===== src/hdl/cap_cmd_defines.svh =====
// Constants of the capacitive sensor command unit
`ifndef CAP_CMD_DEFINES_SVH
`define CAP_CMD_DEFINES_SVH
`define CMD_RD_LAST    8'h1f
`define CMD_WR_FIRST   8'h20
`define CMD_WR_LAST    8'h3c
`define CMD_CKSUM      8'h90
`define CMD_RAW_S      8'ha2
`define CMD_RAW_SU     8'ha3
`define CMD_RAW_T      8'ha6
`define CMD_SLEEP      8'ha8
`define CMD_START      8'ha9
`define CMD_MEAS       8'haa
`define NVM_WORDS      32
`define NVM_CKSUM_ADDR 5'h1f
`define SENS_CFG_ADDR  5'h03
`define TEMP_CFG_ADDR  5'h04
`define TSCALE_ADDR    5'h05
`define NVM_RST        16'h0000
`define I2C_ADDR_DEF   7'h28
`define HS_ADDR_LO     7'h04
`define HS_ADDR_HI     7'h07
`define ST_POWER       6
`define ST_BUSY        5
`define ST_MODE_LO     3
`define ST_MEMERR      2
`define ST_OVF         1
`define ST_SAT         0
`endif


===== src/hdl/cap_cmd_pkg.sv =====
// Types of the capacitive sensor command unit
package cap_cmd_pkg;
	typedef enum logic [2:0] {
		L_IDLE = 3'b000,
		L_ADDR = 3'b001,
		L_AACK = 3'b010,
		L_WR   = 3'b011,
		L_WACK = 3'b100,
		L_RD   = 3'b101,
		L_RACK = 3'b110
	} link_state_t;
	typedef enum logic [1:0] {
		S_IDLE = 2'b00,
		S_CONV = 2'b01,
		S_CALC = 2'b10,
		S_CORR = 2'b11
	} seq_state_t;
	typedef enum logic [1:0] {
		MODE_SLEEP = 2'b00,
		MODE_CMD   = 2'b01
	} op_mode_t;
	typedef enum logic [1:0] {
		OP_RAW_S = 2'b00,
		OP_RAW_T = 2'b01,
		OP_FULL  = 2'b10
	} meas_op_t;
	typedef enum logic [1:0] {
		K_AZS = 2'b00,
		K_SM  = 2'b01,
		K_AZT = 2'b10,
		K_TM  = 2'b11
	} conv_kind_t;
endpackage


===== src/hdl/sync2.sv =====
// Two-flop synchroniser for pin inputs
module sync2 #(
	parameter int          W   = 2,
	parameter logic [W-1:0] RST = '1
) (
	input  wire logic         mclk,
	input  wire logic         rst_n,
	input  wire logic [W-1:0] d,
	output logic      [W-1:0] q
);
	logic [W-1:0] meta_r;

	if (W < 1) begin : g_bad_w
		$error("sync2 width must be at least one");
	end

	always_ff @(posedge mclk) begin
		if (!rst_n) begin
			meta_r <= RST;
			q      <= RST;
		end else begin
			meta_r <= d;
			q      <= meta_r;
		end
	end
endmodule


===== src/hdl/i2c_link.sv =====
// Byte level serial slave on oversampled clock and data lines
`include "cap_cmd_defines.svh"
module i2c_link
	import cap_cmd_pkg::*;
#(
	parameter logic [6:0] ADDR = `I2C_ADDR_DEF
) (
	input  wire logic       mclk,
	input  wire logic       rst_n,
	input  wire logic       scl,
	input  wire logic       sda,
	input  wire logic [7:0] tx_byte,
	output logic            sda_oe,
	output logic            rx_valid,
	output logic [7:0]      rx_byte,
	output logic            tx_next,
	output logic            frame_start,
	output logic            frame_stop
);
	link_state_t st_r;
	logic        scl_q;
	logic        sda_q;
	logic [7:0]  sh_r;
	logic [7:0]  txsh_r;
	logic [2:0]  cnt_r;
	logic        rw_r;
	logic        nack_r;
	logic        bit_seen_r;

	if (ADDR >= `HS_ADDR_LO && ADDR <= `HS_ADDR_HI) begin : g_bad_addr
		$error("slave address reserved for high speed master codes");
	end

	always_ff @(posedge mclk) begin
		if (!rst_n) begin
			st_r        <= L_IDLE;
			scl_q       <= 1'b1;
			sda_q       <= 1'b1;
			sh_r        <= 8'h00;
			txsh_r      <= 8'h00;
			cnt_r       <= 3'h0;
			rw_r        <= 1'b0;
			nack_r      <= 1'b0;
			bit_seen_r  <= 1'b0;
			sda_oe      <= 1'b0;
			rx_valid    <= 1'b0;
			rx_byte     <= 8'h00;
			tx_next     <= 1'b0;
			frame_start <= 1'b0;
			frame_stop  <= 1'b0;
		end else begin
			rx_valid    <= 1'b0;
			tx_next     <= 1'b0;
			frame_start <= 1'b0;
			frame_stop  <= 1'b0;
			scl_q       <= scl;
			sda_q       <= sda;
			if (scl && scl_q && sda_q && !sda) begin
				// Start or repeated start
				st_r        <= L_ADDR;
				cnt_r       <= 3'h0;
				sda_oe      <= 1'b0;
				frame_start <= 1'b1;
				bit_seen_r  <= 1'b0;
			end else if (scl && scl_q && !sda_q && sda) begin
				st_r       <= L_IDLE;
				sda_oe     <= 1'b0;
				frame_stop <= 1'b1;
			end else if (scl && !scl_q) begin
				bit_seen_r <= 1'b1;
				if (st_r == L_ADDR || st_r == L_WR) begin
					sh_r <= {sh_r[6:0], sda};
				end
				if (st_r == L_RACK) begin
					nack_r <= sda;
				end
			end else if (!scl && scl_q) begin
				unique case (st_r)
					L_ADDR: begin
						// The fall that ends the start is not a bit
						if (bit_seen_r) begin
							cnt_r <= cnt_r + 3'h1;
						end
						if (bit_seen_r && cnt_r == 3'h7) begin
							if (sh_r[7:1] == ADDR) begin
								rw_r   <= sh_r[0];
								sda_oe <= 1'b1;
								st_r   <= L_AACK;
							end else begin
								st_r <= L_IDLE;
							end
						end
					end
					L_WR: begin
						cnt_r <= cnt_r + 3'h1;
						if (cnt_r == 3'h7) begin
							rx_valid <= 1'b1;
							rx_byte  <= sh_r;
							sda_oe   <= 1'b1;
							st_r     <= L_WACK;
						end
					end
					L_AACK, L_RACK: begin
						cnt_r <= 3'h0;
						if (st_r == L_AACK && !rw_r) begin
							sda_oe <= 1'b0;
							st_r   <= L_WR;
						end else if (st_r == L_RACK && nack_r) begin
							sda_oe <= 1'b0;
							st_r   <= L_IDLE;
						end else begin
							txsh_r  <= tx_byte;
							sda_oe  <= ~tx_byte[7];
							tx_next <= 1'b1;
							st_r    <= L_RD;
						end
					end
					L_WACK: begin
						cnt_r  <= 3'h0;
						sda_oe <= 1'b0;
						st_r   <= L_WR;
					end
					L_RD: begin
						cnt_r  <= cnt_r + 3'h1;
						txsh_r <= {txsh_r[6:0], 1'b0};
						if (cnt_r == 3'h7) begin
							sda_oe <= 1'b0;
							st_r   <= L_RACK;
						end else begin
							sda_oe <= ~txsh_r[6];
						end
					end
					default: begin
						st_r <= L_IDLE;
					end
				endcase
			end
		end
	end
endmodule


===== src/hdl/cap_cmd_unit.sv =====
// Command decoder, measurement sequencer and result formatter
// Contract
// - Results leave as 24-bit words, two of them for AAh
// - Raw right-justified, corrected left-justified at bit 23
// - Corrected results: unsigned fraction, bit 23 unit
// - Raw results: signed two's-complement fraction
// - Sensor raw is half of sensor minus zero
// - Temperature raw is half of temperature minus zero
// - Zero conversion swaps inputs, same setup
// - Command AAh runs four conversions then correction
// - Corrected sensor word first, then temperature
// - Commands 00h-1Fh return one memory word
// - Commands 20h-3Ch write data to command minus 20h
// - Locked memory ignores write commands
// - Command 90h stores memory checksum in memory
// - A2h loads stored sensor setup, raw conversion
// - A3h raw sensor conversion with given setup
// - A6h loads temperature setup, raw conversion
// - Raw commands also run sensor zero conversion
// - A8h enters sleep, refused while asleep
// - Sleep entry replies with status byte only
// - A9h first after power-up enters command mode
// - Only A8h and A9h depend on mode; other defined commands accepted in any mode
// - Busy blocks new commands and hides data
// - Status bits 4:3 report operating mode
`include "cap_cmd_defines.svh"
module cap_cmd_unit
	import cap_cmd_pkg::*;
#(
	parameter logic [6:0] I2C_ADDR = `I2C_ADDR_DEF
) (
	input  wire logic        mclk,
	input  wire logic        rst_n,
	input  wire logic        scl_i,
	input  wire logic        sda_i,
	output logic             sda_o,
	output logic             sda_oe,
	input  wire logic        nvm_lock,
	output logic             conv_start,
	output conv_kind_t       conv_kind,
	output logic             conv_swap,
	output logic [15:0]      conv_setup,
	output logic [15:0]      conv_scale,
	input  wire logic        conv_done,
	input  wire logic [23:0] conv_data,
	input  wire logic        conv_ovf,
	output logic             corr_start,
	output logic [23:0]      corr_sensor_raw,
	output logic [23:0]      corr_temp_raw,
	input  wire logic        corr_done,
	input  wire logic [23:0] corr_sensor,
	input  wire logic [23:0] corr_temp,
	input  wire logic        corr_sat,
	output logic             busy,
	output op_mode_t         op_mode
);
	logic [1:0]  pins_s;
	logic        rx_valid;
	logic [7:0]  rx_byte;
	logic        tx_next;
	logic        frame_start;
	logic        frame_stop;
	logic [7:0]  tx_byte;
	logic [7:0]  cmd_r;
	logic [15:0] dat_r;
	logic [1:0]  wr_cnt_r;
	logic [2:0]  rd_idx_r;
	logic        first_r;
	logic [15:0] mem_r [`NVM_WORDS];
	logic [15:0] shadow_sens_r;
	logic [15:0] shadow_temp_r;
	seq_state_t  state_r;
	meas_op_t    op_r;
	conv_kind_t  step_r;
	conv_kind_t  step_nxt;
	logic        last;
	logic [23:0] res_r [4];
	logic [47:0] out_buf_r;
	logic [2:0]  out_len_r;
	logic        ovf_r;
	logic        sat_r;
	logic        go;
	logic        is_meas;
	logic [15:0] sens_val;
	logic        mem_we;
	logic [4:0]  mem_wa;
	logic [15:0] mem_wd;
	logic [15:0] cksum;
	logic [7:0]  status;
	logic [23:0] raw_s;
	logic [23:0] raw_t;

	function automatic logic is_wr(input logic [7:0] c);
		return c >= `CMD_WR_FIRST && c <= `CMD_WR_LAST;
	endfunction

	// Half of the difference, one bit wider to avoid overflow
	function automatic logic [23:0] half_diff(input logic [23:0] m, input logic [23:0] z);
		logic [24:0] d;
		d = {m[23], m} - {z[23], z};
		return d[24:1];
	endfunction

	function automatic logic allowed(input logic [7:0] c, input op_mode_t m,
			input logic first, input logic [1:0] n);
		logic need;
		logic ok;
		need = is_wr(c) || c == `CMD_RAW_S || c == `CMD_RAW_SU || c == `CMD_RAW_T;
		if (c == `CMD_SLEEP) begin
			ok = (m == MODE_CMD);
		end else if (c == `CMD_START) begin
			ok = (m == MODE_CMD) || first;
		end else begin
			ok = c <= `CMD_WR_LAST || c == `CMD_CKSUM || c == `CMD_RAW_S
				|| c == `CMD_RAW_SU || c == `CMD_RAW_T || c == `CMD_MEAS;
		end
		return ok && (!need || n >= 2'd2);
	endfunction

	sync2 #(
		.W   (2),
		.RST (2'b11)
	) u_sync (
		.mclk  (mclk),
		.rst_n (rst_n),
		.d     ({scl_i, sda_i}),
		.q     (pins_s)
	);

	i2c_link #(
		.ADDR (I2C_ADDR)
	) u_link (
		.mclk        (mclk),
		.rst_n       (rst_n),
		.scl         (pins_s[1]),
		.sda         (pins_s[0]),
		.tx_byte     (tx_byte),
		.sda_oe      (sda_oe),
		.rx_valid    (rx_valid),
		.rx_byte     (rx_byte),
		.tx_next     (tx_next),
		.frame_start (frame_start),
		.frame_stop  (frame_stop)
	);

	// Open drain: only ever pulls low
	always_ff @(posedge mclk) begin
		sda_o <= 1'b0;
	end

	// Command is decided at the stop; refused ones leave no trace
	assign go = frame_stop && wr_cnt_r != 2'd0 && !busy
		&& allowed(cmd_r, op_mode, first_r, wr_cnt_r - 2'd1);
	assign is_meas = cmd_r == `CMD_RAW_S || cmd_r == `CMD_RAW_SU
		|| cmd_r == `CMD_RAW_T || cmd_r == `CMD_MEAS;
	assign sens_val = (cmd_r == `CMD_RAW_SU) ? dat_r : mem_r[`SENS_CFG_ADDR];

	// Write side of the link
	always_ff @(posedge mclk) begin
		if (!rst_n) begin
			cmd_r    <= 8'h00;
			dat_r    <= 16'h0000;
			wr_cnt_r <= 2'd0;
		end else if (frame_start) begin
			wr_cnt_r <= 2'd0;
		end else if (rx_valid) begin
			// Extra bytes of a padded frame are dropped
			if (wr_cnt_r != 2'd3) begin
				wr_cnt_r <= wr_cnt_r + 2'd1;
			end
			if (wr_cnt_r == 2'd0) begin
				cmd_r <= rx_byte;
			end else if (wr_cnt_r != 2'd3) begin
				dat_r <= {dat_r[7:0], rx_byte};
			end
		end
	end

	// Operating mode
	always_ff @(posedge mclk) begin
		if (!rst_n) begin
			op_mode <= MODE_SLEEP;
			first_r <= 1'b1;
		end else if (go) begin
			first_r <= 1'b0;
			if (cmd_r == `CMD_SLEEP) begin
				op_mode <= MODE_SLEEP;
			end else if (cmd_r == `CMD_START) begin
				op_mode <= MODE_CMD;
			end
		end
	end

	// Memory write port
	always_comb begin
		cksum = 16'h0000;
		for (int i = 0; i < `NVM_WORDS - 1; i++) begin
			cksum = cksum + mem_r[i];
		end
	end

	assign mem_we = go && ((is_wr(cmd_r) && !nvm_lock) || cmd_r == `CMD_CKSUM);
	assign mem_wa = is_wr(cmd_r) ? 5'(cmd_r - `CMD_WR_FIRST) : `NVM_CKSUM_ADDR;
	assign mem_wd = is_wr(cmd_r) ? dat_r : cksum;

	always_ff @(posedge mclk) begin
		if (!rst_n) begin
			for (int i = 0; i < `NVM_WORDS; i++) begin
				mem_r[i] <= `NVM_RST;
			end
		end else if (mem_we) begin
			mem_r[mem_wa] <= mem_wd;
		end
	end

	// Conversion order: zero sensor, sensor, zero temp, temp
	assign step_nxt = (op_r == OP_RAW_T && step_r == K_AZS) ? K_AZT
		: conv_kind_t'(step_r + 2'd1);
	assign last = (op_r == OP_RAW_S && step_r == K_SM) || step_r == K_TM;

	// Measurement sequencer
	always_ff @(posedge mclk) begin
		if (!rst_n) begin
			state_r         <= S_IDLE;
			busy            <= 1'b0;
			op_r            <= OP_RAW_S;
			step_r          <= K_AZS;
			shadow_sens_r   <= `NVM_RST;
			shadow_temp_r   <= `NVM_RST;
			conv_start      <= 1'b0;
			conv_kind       <= K_AZS;
			conv_swap       <= 1'b0;
			conv_setup      <= 16'h0000;
			conv_scale      <= 16'h0000;
			corr_start      <= 1'b0;
			corr_sensor_raw <= 24'h000000;
			corr_temp_raw   <= 24'h000000;
		end else begin
			conv_start <= 1'b0;
			corr_start <= 1'b0;
			unique case (state_r)
				S_IDLE: begin
					if (go && is_meas) begin
						busy          <= 1'b1;
						state_r       <= S_CONV;
						step_r        <= K_AZS;
						op_r          <= (cmd_r == `CMD_MEAS) ? OP_FULL
							: (cmd_r == `CMD_RAW_T) ? OP_RAW_T : OP_RAW_S;
						shadow_sens_r <= sens_val;
						conv_start    <= 1'b1;
						conv_kind     <= K_AZS;
						conv_swap     <= 1'b1;
						conv_setup    <= sens_val;
						if (cmd_r == `CMD_RAW_T || cmd_r == `CMD_MEAS) begin
							shadow_temp_r <= mem_r[`TEMP_CFG_ADDR];
							conv_scale    <= mem_r[`TSCALE_ADDR];
						end
					end
				end
				S_CONV: begin
					if (conv_done) begin
						if (last) begin
							state_r <= S_CALC;
						end else begin
							step_r     <= step_nxt;
							conv_start <= 1'b1;
							conv_kind  <= step_nxt;
							conv_swap  <= ~step_nxt[0];
							conv_setup <= step_nxt[1] ? shadow_temp_r : shadow_sens_r;
						end
					end
				end
				S_CALC: begin
					if (op_r == OP_FULL) begin
						corr_start      <= 1'b1;
						corr_sensor_raw <= raw_s;
						corr_temp_raw   <= raw_t;
						state_r         <= S_CORR;
					end else begin
						busy    <= 1'b0;
						state_r <= S_IDLE;
					end
				end
				S_CORR: begin
					if (corr_done) begin
						busy    <= 1'b0;
						state_r <= S_IDLE;
					end
				end
			endcase
		end
	end

	assign raw_s = half_diff(res_r[K_SM], res_r[K_AZS]);
	assign raw_t = half_diff(res_r[K_TM], res_r[K_AZT]);

	// Results and flags of the last command
	always_ff @(posedge mclk) begin
		if (!rst_n) begin
			for (int i = 0; i < 4; i++) begin
				res_r[i] <= 24'h000000;
			end
			out_buf_r <= 48'h000000000000;
			out_len_r <= 3'd0;
			ovf_r     <= 1'b0;
			sat_r     <= 1'b0;
		end else begin
			if (go) begin
				ovf_r     <= 1'b0;
				sat_r     <= 1'b0;
				out_len_r <= 3'd0;
				if (cmd_r <= `CMD_RD_LAST) begin
					out_buf_r <= {mem_r[cmd_r[4:0]], 32'h00000000};
					out_len_r <= 3'd2;
				end
			end
			if (state_r == S_CONV && conv_done) begin
				res_r[step_r] <= conv_data;
				if (step_r == K_SM && conv_ovf) begin
					ovf_r <= 1'b1;
				end
			end
			if (state_r == S_CALC && op_r != OP_FULL) begin
				// Raw word fills the top 24 bits of the buffer, low bit at bit 24
				out_buf_r <= {(op_r == OP_RAW_T) ? raw_t : raw_s, 24'h000000};
				out_len_r <= 3'd3;
			end
			if (state_r == S_CORR && corr_done) begin
				out_buf_r <= {corr_sensor, corr_temp};
				out_len_r <= 3'd6;
				sat_r     <= corr_sat;
			end
		end
	end

	// Status byte
	always_comb begin
		status                              = 8'h00;
		status[`ST_POWER]                   = 1'b1;
		status[`ST_BUSY]                    = busy;
		status[`ST_MODE_LO + 1:`ST_MODE_LO] = op_mode;
		status[`ST_MEMERR]                  = 1'b0;
		status[`ST_OVF]                     = ovf_r;
		status[`ST_SAT]                     = sat_r;
	end

	// Read side: status, then result bytes
	always_ff @(posedge mclk) begin
		if (!rst_n) begin
			rd_idx_r <= 3'd0;
		end else if (frame_start) begin
			rd_idx_r <= 3'd0;
		end else if (tx_next && rd_idx_r != 3'd7) begin
			rd_idx_r <= rd_idx_r + 3'd1;
		end
	end

	always_comb begin
		if (rd_idx_r == 3'd0 || busy) begin
			tx_byte = status;
		end else if (rd_idx_r > out_len_r) begin
			tx_byte = 8'h00;
		end else begin
			tx_byte = out_buf_r[{3'(3'd6 - rd_idx_r), 3'b000} +: 8];
		end
	end
endmodule


===== config.mk =====
export PLATFORM = sky130hd
export DESIGN_NAME = cap_cmd_unit
export DESIGN_NICKNAME = d
export VERILOG_FILES = /design/src/hdl/cap_cmd_pkg.sv /design/src/hdl/sync2.sv /design/src/hdl/i2c_link.sv /design/src/hdl/cap_cmd_unit.sv
export VERILOG_INCLUDE_DIRS = /design/src /design/src/hdl
export SDC_FILE = /design/constraint.sdc
export NUM_CORES = 2
export LEC_CHECK = 0
export ABC_AREA = 0
export BUFFER_PORTS_ARGS = -buffer_cell sky130_fd_sc_hd__buf_2
export CAP_MARGIN = 10
export CORE_MARGIN = 2
export CORE_UTILIZATION = 35
export DETAILED_ROUTE_END_ITERATION = 6
export MAX_ROUTING_LAYER = met4
export PLACE_DENSITY_LB_ADDON = 0.12
export SYNTH_ARGS = -nofsm -noshare
export SYNTH_HDL_FRONTEND = slang
export SYNTH_SLANG_ARGS = --single-unit

===== constraint.sdc =====
create_clock -name mclk -period 20 [get_ports mclk]
set_input_delay 1 -clock mclk [delete_from_list [all_inputs] [get_ports mclk]]
set_output_delay 1 -clock mclk [all_outputs]
set_load 0.05 [all_outputs]

## Yosys cells after proc, flatten, opt, wreduce, memory -nomap -nowiden

Memories as Yosys holds them, arrays and structs flattened. A register that Yosys moved wholly into a read port is not among the register bits.
Index checks and enable logic that the tools add are counted.

- Bits in registers: 218
- RAM bits: 608
- Input port bits: 81
- Output and inout bits: 90
- Logic and storage cells: 340
- Memories: 2

- $add $sub $neg: 39
- Order comparisons: 5
- Equal/unequal tests: 43
- Shift-type cells: 1
- Mux-type cells: 95
- Bitwise operators: 12
- Reductions and logical operators: 103

Memories:

| memory | words | width | rd ports | clocked after Yosys merged registers in | wr ports | RTL line | RTL |
|---|---|---|---|---|---|---|---|
| mem_r | 32 | 16 | 34 | 3 | 32 | cap_cmd_unit.sv:69 | `` logic [15:0] mem_r [`NVM_WORDS]; `` |
| res_r | 4 | 24 | 4 | 0 | 4 | cap_cmd_unit.sv:77 | `logic [23:0] res_r [4];` |

Operators by type and width:

| cell | count |
|---|---|
| adder 16 bit | 30 |
| two-way mux 48 bit | 4 |
| two-way mux 16 bit | 7 |
| == test 8 bit (second input constant) | 7 |
| subtractor 24 x 24 -> 25 bit | 2 |
| two-way mux 24 bit | 2 |
| indexed part select 48 x 7 -> 8 bit | 1 |
| two-way mux 1 bit | 40 |
| case mux 16 bit (2 select lines) | 1 |
| two-way mux 2 bit | 15 |
| two-way mux 3 bit | 9 |
| != test 2 bit (second input constant) | 13 |
| logical AND 1 bit | 25 |
| AND reduction 4 bit | 6 |
| OR reduction 24 bit | 1 |
| two-way mux 5 bit | 4 |
| logical OR 1 bit | 18 |
| two-way mux 8 bit | 2 |
| OR reduction 16 bit | 1 |
| case mux 3 bit (5 select lines) | 1 |
| AND reduction 5 bit | 3 |
| nonzero test 3 bit | 5 |
| two-way mux 7 bit | 2 |
| case mux 7 bit (2 select lines) | 1 |
| other kinds (41) | 98 |

## Longest topological paths before layout

An unclocked memory read counts as a cell.

- Word-level depth: 33
- Gate-level depth with buffers: 27
- Mapped depth without buffers: 26

## By module

From an unflattened synthesis, not the netlist that was laid out.

- Cell total of the unflattened synthesis: 4342
- Area, all modules: 50200.6 sq um

By module, submodules not included:

| module | times used | cells an instance | area an instance (sq um) | sequential area each (sq um) |
|---|---|---|---|---|
| cap_cmd_unit | 1 | 4151 | 48351.4 | 22481.6 |
| i2c_link | 1 | 183 | 1744.2 | 780.7 |
| sync2 | 1 | 8 | 105.1 | 80.1 |

## Worst setup path before layout

Ideal clock, no wire load.

- Path kind: reg2reg
- Start: mem mem_r[9][2]
- End: mem mem_r[0][14], data pin
- Setup time: 0.266 ns
- Arrival time: 6.747 ns
- Required time: 19.734 ns
- Setup slack: 12.987 ns
- Cell stages (with the launch flop): 28
- Buffers on the path: 1
- Period minus slack after synthesis: 7.013 ns
- Path through: edfxtp_1 inv_1 fa_1 inv_1 fa_1 inv_1 fa_1 fa_1 inv_1 fa_1 fa_1 inv_1 fa_1 inv_1 fa_1 ha_1 inv_1 fa_1 nor2b_1 o21ai_0 a21boi_0 o211ai_1 a21oi_1 nor3_1 nor3_1 o31a_1 clkbuf_1 nor2_1

RTL lines:

| element | RTL line |
|---|---|
| start: declaration | cap_cmd_unit.sv:69 |

==> reports/qor.yml <==
outcome: "complete, no violations"
r2r-end: "mem_r[20][12]"
viasPerCell: 5.07
vias: 33100
numCtsBuffers: 103
ctsHoldBuffers: 0
slew_violations: 0
synth_area_per_cell_sq_um: 11.6
drtIter0Drc: 2616
post-cts-setup-buffers: 0
routed_wl_mm: 169
async_reset_ff_share_pct: 0
rsz0062_at_grt: "no"
synth_seq_area_share_pct: 46.3
grt_antenna_before_repair: 8
muxShareOfSynthArea_pct: 10.4
ctsLongestPathBuffers: 3
ys_seq_elements: 862
clock-sinks: 862
fin_crit_sh_pct: 40.5
hold_class: "register to register"
rows: 139
synth_cell_types: 80
syn_inst: 4349
whs_endpoint: "u_sync.q[1]"
synth_edf_count: 608
synth-main-ff-cell: "edfxtp_1"
synth_fa_ha_area_share_pct: 18.5
slowest_stage: "mux2i_4"
yosysWarnings: 0
die_area_sq_um: 147000
synth_xor_area_share_pct: 1.82
cts_tree: "done"
dp_hpwl_mm: 123
drc: 0
root_buffer: "clkbuf_16"
area_delta_synth_final_pct: 13.5
grt_max_degree: 88
mostFrequentLayoutCells: "nor2_1, inv_1, edfxtp_1"
worstHoldStart: "u_sync.meta_r[1]"
cpMostUsedCell: "fa_1"
io_pins: 171
finalWorstSetupSlack_ns: 11.91
grt_pass1_vias: 33700
setup_violations: 0
postRouteAntennaNets: 0
syn-cell-area_sq_um: 50400
layout.nets: 5110
max_clock_freq_mhz: 124
core-area_sq_um: 143000
critPathArrivalTime_ns: 8.52
routedWlPerCell_um: 25.9
cpPeakStageDelay_ns: 0.82
cp-end-kind: "register"
initial_core_util_pct: 35.2
cts_htree_levels: 3
synthSimpleGateAreaFrac_pct: 10.6
critical_path_required_ns: 20.43
layout_commonest_cell: "nor2_1"
setup_tns_ns: 0
drive_gt1_share_pct: 14.0
reg2regPathDepth: 24
grt_pass1_wl_mm: 245
cap_violations: 0
worst_pin_slew_ns: 1.12
crit_path_max_fanout: 30
dieWidth_um: 384
fin_skew_ns: 0.0572
synth_compound_area_share_pct: 5.85
clkTransAtPathRegs_ns: 0.06
finalHoldViolCount: 0
pre_cts_slack_ns: 11.94
relSlewSlack_pct: 23.5
first_pass_iters: 5
routabilityCongestion: 0.866
period_needed_ns: 8.09
crit_chain: "fa_1, inv_1, fa_1, inv_1, fa_1, fa_1, fa_1, fa_1, inv_1, fa_1, inv_1, fa_1, ha_1, inv_1, fa_1, nor2b_1, o21ai_0, a21boi_0, o211ai_1, a21oi_1, nor3_1, xnor2_1, mux2i_4, nor2_1"
cts_resized: 0
grt_usage_pct: 23.9
start_kind: "register"
critical_path_class: "register to register"
hold_depth: 1
grt_overflow: 0
io_buffer_count: 168
clkLatencyLatePin_ns: 0.75
r2r_start: "mem_r[28][2]"
die_y_um: 384
synth_top_family_by_area: "adder cells"
reg2reg_setup_slack_ns: 11.91
nFillCells: 13900
## layer usage
| metal | global-route usage (%) | part of all wire (%) | up-vias | wire length, um |
|---|---|---|---|---|
| met2 | 38.6 | 49 | 911 | 82100 |
| met5 | - | 0 | - | 0 |
| met4 | 6.46 | 2.9 | 0 | 4910 |
| li1 | - | - | 14900 | - |
| met3 | 3.08 | 4.7 | 196 | 8020 |
| met1 | 31.9 | 44 | 17100 | 74100 |
## worst max-delay path by stage
stage            startpoint            end  slack [ns]  depth (start not counted)
3_5_place_dp   mem_r[28][2]  mem_r[20][12]       11.94                         24
6_report       mem_r[28][2]  mem_r[20][12]       11.91                         24
3_3_place_gp   mem_r[28][2]  mem_r[23][12]       11.96                         24
5_1_grt        mem_r[28][2]  mem_r[25][12]       11.45                         24
2_1_floorplan   mem_r[9][2]   mem_r[0][14]       12.99                         27
4_1_cts        mem_r[28][2]  mem_r[16][12]       11.93                         24
## kinds of logic after synthesis
| kind of cell | count (synthesis) |
|---|---|
| and+or+nand+nor | 1249 |
| adders and majority gates | 501 |
| AOI/OAI and AO/OA | 455 |
| other | 1 |
| xor gates and xnor gates | 105 |
| buffers and inverters | 862 |
| DFF | 862 |
| muxes | 314 |
## sequential cells by signal, indices dropped and copies added, names as in the netlist, 16 cells and up, named ones only
signal           count
mem_r              512
out_buf_r           48
dat_r               16
conv_setup          16
conv_scale          16
shadow_temp_r       16
res_r               96
corr_temp_raw       24
corr_sensor_raw     24
shadow_sens_r       16
## worst max-delay path, delay by kind of cell, from the launching register on
family                   cells  cell delay [ns]
AO/OA/AOI/OAI                4             1.05
XOR/XNOR                     1             0.16
adder cells (fa/ha/maj)     10             4.71
buffers and inverters        5             0.29
flip-flops                   1             0.43
multiplexers                 1             0.82
AND/OR/NAND/NOR              3             0.33
## final cells by class
type,instances,area [sq um],share of cell area [%]
Timing Repair Buffer,264,1570,2.75
Inverter,639,2410,4.20
Sequential cell,862,23400,40.8
Clock buffer,126,2760,4.82
Tap cell,1903,2380,4.16
Antenna cell,4,10.0,0.0175
Clock inverter,69,613,1.07
Multi-Input combinational cell,2658,24100,42.2
## metrics by stage
step | utilization, % | hold WS (ns) | instances | cell area [sq um]
floorplan | - | 0.386 | 4382 | 50600
global placement | 37.6 | 0.398 | 6325 | 53800
detailed placement | 37.6 | 0.401 | 6325 | 53800
CTS | 39.9 | 0.417 | 6520 | 57200
global route | 39.9 | 0.442 | 6521 | 57200
finish | 39.9 | 0.414 | 6525 | 57200
## cells in the mapped netlist, types with 5 or more instances
master / count / share of area, %
a211oi_1: 27 / 0.40
a21o_1: 30 / 0.45
a21oi_1: 158 / 1.6
a221oi_1: 16 / 0.28
a22oi_1: 33 / 0.49
a31oi_1: 10 / 0.12
and2_1: 105 / 1.3
and3_1: 16 / 0.20
buf_1: 15 / 0.11
clkbuf_1: 197 / 1.5
dfxtp_1: 254 / 10
edfxtp_1: 608 / 36
fa_1: 411 / 16
ha_1: 90 / 2.2
inv_1: 638 / 4.7
mux2_2: 12 / 0.27
mux2i_1: 134 / 2.7
mux4_2: 168 / 7.5
nand2_1: 276 / 2.1
nand2b_1: 34 / 0.42
nand3_1: 35 / 0.35
nand4_1: 8 / 0.099
nor2_1: 705 / 5.2
nor2b_1: 19 / 0.24
nor3_1: 21 / 0.21
nor4_1: 5 / 0.062
o211ai_1: 13 / 0.19
o21a_1: 16 / 0.24
o21ai_0: 79 / 0.78
o21bai_1: 7 / 0.10
o221ai_1: 6 / 0.10
o22ai_1: 7 / 0.087
o31a_1: 6 / 0.10
or3_1: 6 / 0.074
xnor2_1: 86 / 1.5
xor2_1: 19 / 0.33
Power is left out: the tool's default activity adds up to more than one toggle a clock period on the data nets, which glitch-free logic cannot reach.
